===== config.mk =====
export PLATFORM = sky130hd
export DESIGN_NAME = pixel_shading_correction
export DESIGN_NICKNAME = d
export VERILOG_FILES = /design/src/core/pixel_shading_correction.v /design/src/core/shading_coeff_store.v
export VERILOG_INCLUDE_DIRS = /design/src /design/src/core
export SDC_FILE = /design/constraint.sdc
export NUM_CORES = 2
export LEC_CHECK = 0
export BUFFER_PORTS_ARGS = -buffer_cell sky130_fd_sc_hd__buf_2
export CORE_ASPECT_RATIO = 1.4
export CORE_MARGIN = 5
export CORE_UTILIZATION = 45
export CTS_BUF_LIST = sky130_fd_sc_hd__clkbuf_8
export CTS_CLUSTER_DIAMETER = 80
export DETAILED_ROUTE_END_ITERATION = 6
export PLACE_DENSITY_LB_ADDON = 0.25
export SLEW_MARGIN = 10
export SYNTH_ARGS = -nofsm -noshare
export SYNTH_HDL_FRONTEND = slang
export SYNTH_SLANG_ARGS = --single-unit

===== constraint.sdc =====
create_clock -name clk -period 11.35 [get_ports clk]
set_input_delay 0.5675 -clock clk [delete_from_list [all_inputs] [get_ports clk]]
set_output_delay 0.5675 -clock clk [all_outputs]
set_load 0.02 [all_outputs]

===== src/core/pixel_shading_defs.vh =====
// Constants for the pixel shading correction block
`ifndef PIXEL_SHADING_DEFS_VH
`define PIXEL_SHADING_DEFS_VH

// Correction mode codes
`define MODE_OFF 2'h0
`define MODE_DARK 2'h1
`define MODE_GAIN 2'h2
`define MODE_BOTH 2'h3

// Gain coefficient format: 10 bits, fraction bits and ceiling per range
`define GAIN_WIDTH 10
// Standard range: 8 fraction bits, ceiling 1.5
`define GAIN_FRAC_STD 4'h8
`define GAIN_MAX_STD 10'h180
// Enhanced range: 7 fraction bits (coarser step), ceiling 4.0
`define GAIN_FRAC_ENH 4'h7
`define GAIN_MAX_ENH 10'h200

// Coefficient store layout: bank bits
`define BANK_FACTORY 1'b0
`define BANK_USER 1'b1

// Pipeline latency in clock cycles
`define PIPE_LATENCY 3

`endif


===== src/core/pixel_shading_correction.v =====
// Per-pixel dark offset and photo gain correction pipeline
// Contract
// - Standard gain coefficient capped at 1.5
// - Enhanced gain coefficient may reach 4.0
// - Enhanced range uses coarser gain step
// - Mode selects dark, gain, or both
// - Dark offset evens out dark pixel levels
// - Gain evens out bright uniform response
// - Factory set kept write protected
// - User set holds full coefficients, normally used
// - Offsets raise pixels to brightest dark average
// - Separate user areas per acquisition mode
`timescale 1ns/1ps
`include "pixel_shading_defs.vh"

module pixel_shading_correction #(
    parameter DATA_W = 12,
    parameter PIXELS = 16,
    parameter IDX_W = 4,
    parameter ENHANCED = 0
) (
    // Clock and reset
    input wire clk,
    input wire rst,
    // Control levels from the correction mode register
    input wire [1:0] correctionMode,
    input wire useUserSet,
    input wire singleLineMode,
    // Pixel stream from sensor readout
    input wire pixelValid,
    input wire lineStart,
    input wire [DATA_W-1:0] pixelIn,
    // Pixel stream to camera output
    output reg outValid,
    output reg outLineStart,
    output reg [DATA_W-1:0] pixelOut,
    // User coefficient write port
    input wire coeffWrite,
    input wire coeffSingleArea,
    input wire [IDX_W-1:0] coeffIndex,
    input wire [DATA_W-1:0] coeffOffset,
    input wire [`GAIN_WIDTH-1:0] coeffGain,
    // Factory coefficient load and lock
    input wire factoryLoad,
    input wire factoryLock,
    input wire [DATA_W-1:0] factoryOffset,
    input wire [`GAIN_WIDTH-1:0] factoryGain
);
    // Gain format of the chosen variant
    localparam [3:0] FRAC = ENHANCED ? `GAIN_FRAC_ENH : `GAIN_FRAC_STD;
    localparam [`GAIN_WIDTH-1:0] GMAX = ENHANCED ? `GAIN_MAX_ENH : `GAIN_MAX_STD;
    localparam [DATA_W-1:0] PMAX = {DATA_W{1'b1}};

    // Pipeline state
    reg [IDX_W-1:0] pixIndex;
    reg [1:0] modeS1;
    reg [1:0] modeS2;
    reg [DATA_W-1:0] pixS1;
    reg [DATA_W-1:0] pixS2;
    reg [2:0] validPipe;
    reg [2:0] startPipe;
    wire [IDX_W-1:0] curIndex;
    // Coefficient words from the store, then held for stage 2
    wire [DATA_W-1:0] ofs;
    wire [`GAIN_WIDTH-1:0] gainRaw;
    reg [DATA_W-1:0] ofsS2;
    reg [`GAIN_WIDTH-1:0] gainS2;
    // Arithmetic between stage 2 and the output register
    reg [`GAIN_WIDTH-1:0] gainClip;
    reg [DATA_W:0] sumOfs;
    reg [DATA_W-1:0] darkFixed;
    reg [DATA_W-1:0] gainInput;
    reg [DATA_W+`GAIN_WIDTH-1:0] product;
    reg [DATA_W+`GAIN_WIDTH-1:0] scaled;
    reg [DATA_W-1:0] result;
    reg [DATA_W-1:0] next_pixelOut;

    // Saturate a wide value to the pixel range
    function [DATA_W-1:0] sat;
        input [DATA_W+`GAIN_WIDTH-1:0] v;
        begin
            if (v > {{`GAIN_WIDTH{1'b0}}, PMAX})
                sat = PMAX;
            else
                sat = v[DATA_W-1:0];
        end
    endfunction

    // Mode decode: code adds the dark offset
    function usesDark;
        input [1:0] mode;
        begin
            usesDark = (mode == `MODE_DARK) || (mode == `MODE_BOTH);
        end
    endfunction

    // Mode decode: code applies the gain
    function usesGain;
        input [1:0] mode;
        begin
            usesGain = (mode == `MODE_GAIN) || (mode == `MODE_BOTH);
        end
    endfunction

    // Coefficient store
    shading_coeff_store #(
        .PIXELS(PIXELS),
        .IDX_W(IDX_W),
        .OFS_W(DATA_W),
        .GAIN_W(`GAIN_WIDTH)
    ) store (
        .clk(clk),
        .rst(rst),
        .readIndex(curIndex),
        .useUserSet(useUserSet),
        .singleLineMode(singleLineMode),
        .readOffset(ofs),
        .readGain(gainRaw),
        .writeEnable(coeffWrite),
        .writeSingleArea(coeffSingleArea),
        .writeIndex(coeffIndex),
        .writeOffset(coeffOffset),
        .writeGain(coeffGain),
        .factoryLoad(factoryLoad),
        .factoryLock(factoryLock),
        .factoryOffset(factoryOffset),
        .factoryGain(factoryGain)
    );

    // Pixel index within the line
    always @(posedge clk or posedge rst)
    begin
        if (rst)
            pixIndex <= {IDX_W{1'b0}};
        else if (pixelValid)
            pixIndex <= lineStart ? {{(IDX_W-1){1'b0}}, 1'b1} : pixIndex + {{(IDX_W-1){1'b0}}, 1'b1};
    end

    // Read index for current pixel
    assign curIndex = lineStart ? {IDX_W{1'b0}} : pixIndex;

    // Stage 1 and 2: delay pixel and mode while coefficient is read
    always @(posedge clk or posedge rst)
    begin
        if (rst)
        begin
            pixS1 <= {DATA_W{1'b0}};
            pixS2 <= {DATA_W{1'b0}};
            modeS1 <= `MODE_OFF;
            modeS2 <= `MODE_OFF;
            validPipe <= 3'h0;
            startPipe <= 3'h0;
        end
        else
        begin
            pixS1 <= pixelIn;
            pixS2 <= pixS1;
            modeS1 <= correctionMode;
            modeS2 <= modeS1;
            validPipe <= {validPipe[1:0], pixelValid};
            startPipe <= {startPipe[1:0], lineStart && pixelValid};
        end
    end

    // Stage 2 coefficients: store answers one edge after the index,
    // so its word is held one more edge to meet pixS2
    always @(posedge clk or posedge rst)
    begin
        if (rst)
        begin
            ofsS2 <= {DATA_W{1'b0}};
            gainS2 <= {`GAIN_WIDTH{1'b0}};
        end
        else
        begin
            ofsS2 <= ofs;
            gainS2 <= gainRaw;
        end
    end

    // Dark offset stage, saturating at full scale
    always @*
    begin
        sumOfs = {1'b0, pixS2} + {1'b0, ofsS2};
        darkFixed = sumOfs[DATA_W] ? PMAX : sumOfs[DATA_W-1:0];
        gainInput = usesDark(modeS2) ? darkFixed : pixS2;
    end

    // Gain stage and result select
    always @*
    begin
        gainClip = (gainS2 > GMAX) ? GMAX : gainS2;
        product = {{`GAIN_WIDTH{1'b0}}, gainInput} * {{DATA_W{1'b0}}, gainClip};
        scaled = product >> FRAC;
        case (modeS2)
            `MODE_OFF: result = pixS2;
            `MODE_DARK: result = darkFixed;
            `MODE_GAIN: result = sat(scaled);
            `MODE_BOTH: result = sat(scaled);
            default: result = pixS2;
        endcase
        next_pixelOut = result;
    end

    // Stage 3: registered outputs
    always @(posedge clk or posedge rst)
    begin
        if (rst)
        begin
            pixelOut <= {DATA_W{1'b0}};
            outValid <= 1'b0;
            outLineStart <= 1'b0;
        end
        else
        begin
            pixelOut <= next_pixelOut;
            outValid <= validPipe[1];
            outLineStart <= startPipe[1];
        end
    end
endmodule // pixel_shading_correction


===== src/core/shading_coeff_store.v =====
// Coefficient store: factory set (write protected) and user set, two areas
`timescale 1ns/1ps
`include "pixel_shading_defs.vh"

module shading_coeff_store #(
    parameter PIXELS = 16,
    parameter IDX_W = 4,
    parameter OFS_W = 12,
    parameter GAIN_W = 10
) (
    // Clock and reset
    input wire clk,
    input wire rst,
    // Read side
    input wire [IDX_W-1:0] readIndex,
    input wire useUserSet,
    input wire singleLineMode,
    output reg [OFS_W-1:0] readOffset,
    output reg [GAIN_W-1:0] readGain,
    // Write side, user set only
    input wire writeEnable,
    input wire writeSingleArea,
    input wire [IDX_W-1:0] writeIndex,
    input wire [OFS_W-1:0] writeOffset,
    input wire [GAIN_W-1:0] writeGain,
    // Factory load port, honoured only before the set is locked
    input wire factoryLoad,
    input wire factoryLock,
    input wire [OFS_W-1:0] factoryOffset,
    input wire [GAIN_W-1:0] factoryGain
);
    // Flip-flop storage, index = area*PIXELS + pixel
    reg [OFS_W-1:0] factOfs [0:PIXELS-1];
    reg [GAIN_W-1:0] factGain [0:PIXELS-1];
    reg [OFS_W-1:0] userOfs [0:2*PIXELS-1];
    reg [GAIN_W-1:0] userGain [0:2*PIXELS-1];
    reg locked;

    // Address of one pixel inside one user area
    function [IDX_W:0] userAddr;
        input area;
        input [IDX_W-1:0] pix;
        begin
            userAddr = {area, pix};
        end
    endfunction

    // Factory set: loadable until locked, then protected until reset
    always @(posedge clk or posedge rst)
    begin
        if (rst)
        begin
            locked <= 1'b0;
        end
        else if (factoryLock)
        begin
            locked <= 1'b1;
        end
    end

    always @(posedge clk)
    begin
        if (factoryLoad && !locked)
        begin
            factOfs[writeIndex] <= factoryOffset;
            factGain[writeIndex] <= factoryGain;
        end
        if (writeEnable)
        begin
            userOfs[userAddr(writeSingleArea, writeIndex)] <= writeOffset;
            userGain[userAddr(writeSingleArea, writeIndex)] <= writeGain;
        end
    end

    // Registered read, user area picked by acquisition mode
    always @(posedge clk or posedge rst)
    begin
        if (rst)
        begin
            readOffset <= {OFS_W{1'b0}};
            readGain <= {GAIN_W{1'b0}};
        end
        else if (useUserSet == `BANK_USER)
        begin
            readOffset <= userOfs[userAddr(singleLineMode, readIndex)];
            readGain <= userGain[userAddr(singleLineMode, readIndex)];
        end
        else
        begin
            readOffset <= factOfs[readIndex];
            readGain <= factGain[readIndex];
        end
    end
endmodule // shading_coeff_store


==> impl_metrics.env <==
export IMPL_combPwrFrac_pct=31.8
export IMPL_topRoutingLayerUsed="met5"
export IMPL_gp_congestion=0.853
export IMPL_synth_area_leaders="edfxtp_1 (66%), mux4_2 (5.2%), dfrtp_1 (4.9%)"
export IMPL_max_stage_delay_ps=540
export IMPL_max_freq_mhz=125
export IMPL_clock_latency_ps=840
export IMPL_placed_cell_area_mm2=0.0503
export IMPL_min_period_ps=7980
export IMPL_power_report_internal_total_uw=7630
export IMPL_grt_pass1_wl_mm=177
export IMPL_synthFlopType="edfxtp_1"
export IMPL_path_max_fanout=17
export IMPL_drc=1
export IMPL_synth_top_cell_by_area="edfxtp_1"
export IMPL_synth_seq_cells=1151
export IMPL_synth_cell_area_mm2=0.0481
export IMPL_die_w_um=286
export IMPL_hold_path_class="in -> reg"
export IMPL_ir_drop_v=0.000209
export IMPL_finalSetupViolations=0
export IMPL_finalWorstSetupSlack_ps=3370
export IMPL_path_buf_inv=3
export IMPL_rsz0062_at_grt="no"
export IMPL_io_pins=86
export IMPL_initial_core_util_pct=45.1
export IMPL_synthToLayoutAreaGrowth_pct=11.2
export IMPL_outcome="finished, violations left"
export IMPL_swShare_pct=32.9
export IMPL_async_reset_ff_share_pct=8.25
export IMPL_synth_edf_count=1056
export IMPL_overflow=0
export IMPL_slew_viol_final=0
export IMPL_dr_wl_met3_mm=6.99
export IMPL_ant_nets=0
export IMPL_clkTransAtPathRegs_ps=70
export IMPL_vias_per_cell=5.70
export IMPL_worst_setup_path_start_kind="flop"
export IMPL_postCtsSetupRepairBufs=0
export IMPL_finalCritPeriodShare_pct=70.3
export IMPL_tightest_slew_ps=1160
export IMPL_final_common_cell="edfxtp_1"
export IMPL_coreArea_mm2=0.107
export IMPL_wl_met1_mm=46.2
export IMPL_postCtsHoldBufs=17
export IMPL_clock_path_buffers=3
export IMPL_postSynthAreaPerCell_um2=16.4
export IMPL_cpLargestDelayFamily="adder cells"
export IMPL_leakagePower_uw=0.0188
export IMPL_clock_sinks=1151
export IMPL_mostFrequentLayoutCells="edfxtp_1 (1056), mux2i_1 (218), nand2_1 (214)"
export IMPL_wl_met2_mm=62.4
export IMPL_antenna_found_initial=17
export IMPL_avgRoutedWirePerCell_um=25.8
export IMPL_vias=26293
export IMPL_synth_warnings=0
export IMPL_nets=3330
export IMPL_post_dp_hpwl_mm=71.2
export IMPL_first_global_vias=27637
export IMPL_dpl_worst_slack_ps=3460
export IMPL_synth_top_area_share_pct=65.9
export IMPL_cp_required_ps=12000
export IMPL_cp_slowest_cell="o22ai_1"
export IMPL_slew_headroom_pct=22.0
export IMPL_htreeDepth=4
export IMPL_finalSetupTns_ps=0
export IMPL_cts_tree="built"
export IMPL_path_common_cell="fa_1"
export IMPL_timing_max_cap_violations=0
export IMPL_worstSetupEndpointType="flop"
export IMPL_fin_util_pct=50.2
export IMPL_power_switching_uw=3740
export IMPL_synthDistinctLibCells=62
export IMPL_fin_area_mm2=0.0535
export IMPL_dieArea_mm2=0.114
export IMPL_cts_root_buf="clkbuf_8"
export IMPL_crit_arrival_ps=8630
export IMPL_design_power_total_uw=11400
export IMPL_finalHoldViolCount=0
export IMPL_dr_pass1_iters=7
export IMPL_cts_resized=0
export IMPL_power_density_mw_per_mm2=213
export IMPL_netlist_instances=2932
export IMPL_drtIter0Drc=2051
export IMPL_port_buffers=85
export IMPL_violations="DRC"
export IMPL_grt_max_degree=144
export IMPL_worstSetupPathType="reg -> reg"
export IMPL_power_frac_seq_pct=42.0
export IMPL_numCtsBuffers=164
export IMPL_ys_seq_area_share_pct=70.9
export IMPL_wl_mm=119
export IMPL_pwr_share_clk_pct=26.2
export IMPL_die_h_um=397
export IMPL_grt_use_total_pct=20.8
export IMPL_skew_ps=20.9
export IMPL_row_count=142
export IMPL_drive_gt1_share_pct=16.8
[stage by stage]
stage | std cells | hold slack, ps
after CTS | 4605 | 14.7
final | 4611 | 116
after detailed placement | 4297 | 336
after floorplan | 2942 | 331
after global routing | 4606 | 44.4
after global placement | 4297 | 334
[cell usage after synthesis (8+ instances only)]
cell      count
a31oi_2       8
o22ai_1      16
o22a_1       11
o211ai_1     67
nand3_1       9
nor3_1       17
o21ai_1      10
fa_1         78
a311oi_1     23
a21oi_1      87
inv_1        85
buf_1        31
xor2_1       10
o221ai_1     44
o21ai_0      48
mux2i_1     218
dfrtp_1      95
buf_2        22
a211o_1      21
nor2_1      215
mux4_2      111
edfxtp_1   1056
a211oi_1     67
nand2b_1      8
nor2b_1      53
a31oi_1      47
xnor2_1      12
nand2_1     215
ha_1         68
clkbuf_1    111
[registers in the layout, indices dropped and copies added (netlist names)]
| register | flops |
|---|---|
| store.factGain | 160 |
| ofsS2 | 12 |
| startPipe | 2 |
| modeS2 | 2 |
| store.factOfs | 192 |
| modeS1 | 2 |
| store.readGain | 10 |
| outValid | 1 |
| store.locked | 1 |
| pixelOut | 12 |
| outLineStart | 1 |
| store.readOffset | 12 |
| store.userOfs | 384 |
| gainS2 | 10 |
| pixS1 | 12 |
| validPipe | 2 |
| pixS2 | 12 |
| store.userGain | 320 |
| pixIndex | 4 |
[power by group through the flow]
| stage | Clock [uW] | Sequential [uW] | Combinational [uW] |
|---|---|---|---|
| 2_1_floorplan | 0 | 4870 | 2700 |
| 3_3_place_gp | 0 | 4870 | 3550 |
| 3_5_place_dp | 0 | 4870 | 3630 |
| 4_1_cts | 3050 | 4780 | 3650 |
| 5_1_grt | 3250 | 4790 | 4060 |
| 6_report | 2980 | 4780 | 3620 |
[final timing paths]
check,endpoint,cells past startpoint,slack (ps),from
hold reg to reg,modeS2[0],0,350,modeS1[0]
setup reg to reg,pixelOut[0],26,3370,pixS2[0]
min in group asynchronous,pixelOut[2],3,390,rst
max in group asynchronous,pixIndex[0],4,9900,rst
setup / recovery,pixelOut[0],26,3370,pixS2[0]
hold / removal,store.factOfs[11][7],1,120,factoryOffset[7]
[layout make-up]
cell class,instances,area [um2]
Antenna cell,6,15.0
Clock buffer,173,2380
Clock inverter,118,568
Fill cell,8817,53100
Inverter,86,325
Multi-Input combinational cell,1538,13200
Sequential cell,1151,34100
Tap cell,1368,1710
Timing Repair Buffer,171,1140
[cell families after synthesis]
| kind of cell | synth area share (%) |
|---|---|
| other cells | 0.0156 |
| buf+inv | 2.06 |
| simple gates | 4.82 |
| xor+xnor | 0.401 |
| compound gates | 7.04 |
| fa+ha+maj | 5.02 |
| mux | 9.76 |
| flops | 70.9 |
[routing by layer]
layer,global-route usage [%],up-vias
met5,0,-
met4,6.19,10
met3,4.19,172
met2,37.0,834
met1,25.8,13600
li1,-,11677
No activity file was read; power rests on OpenSTA's default activity.
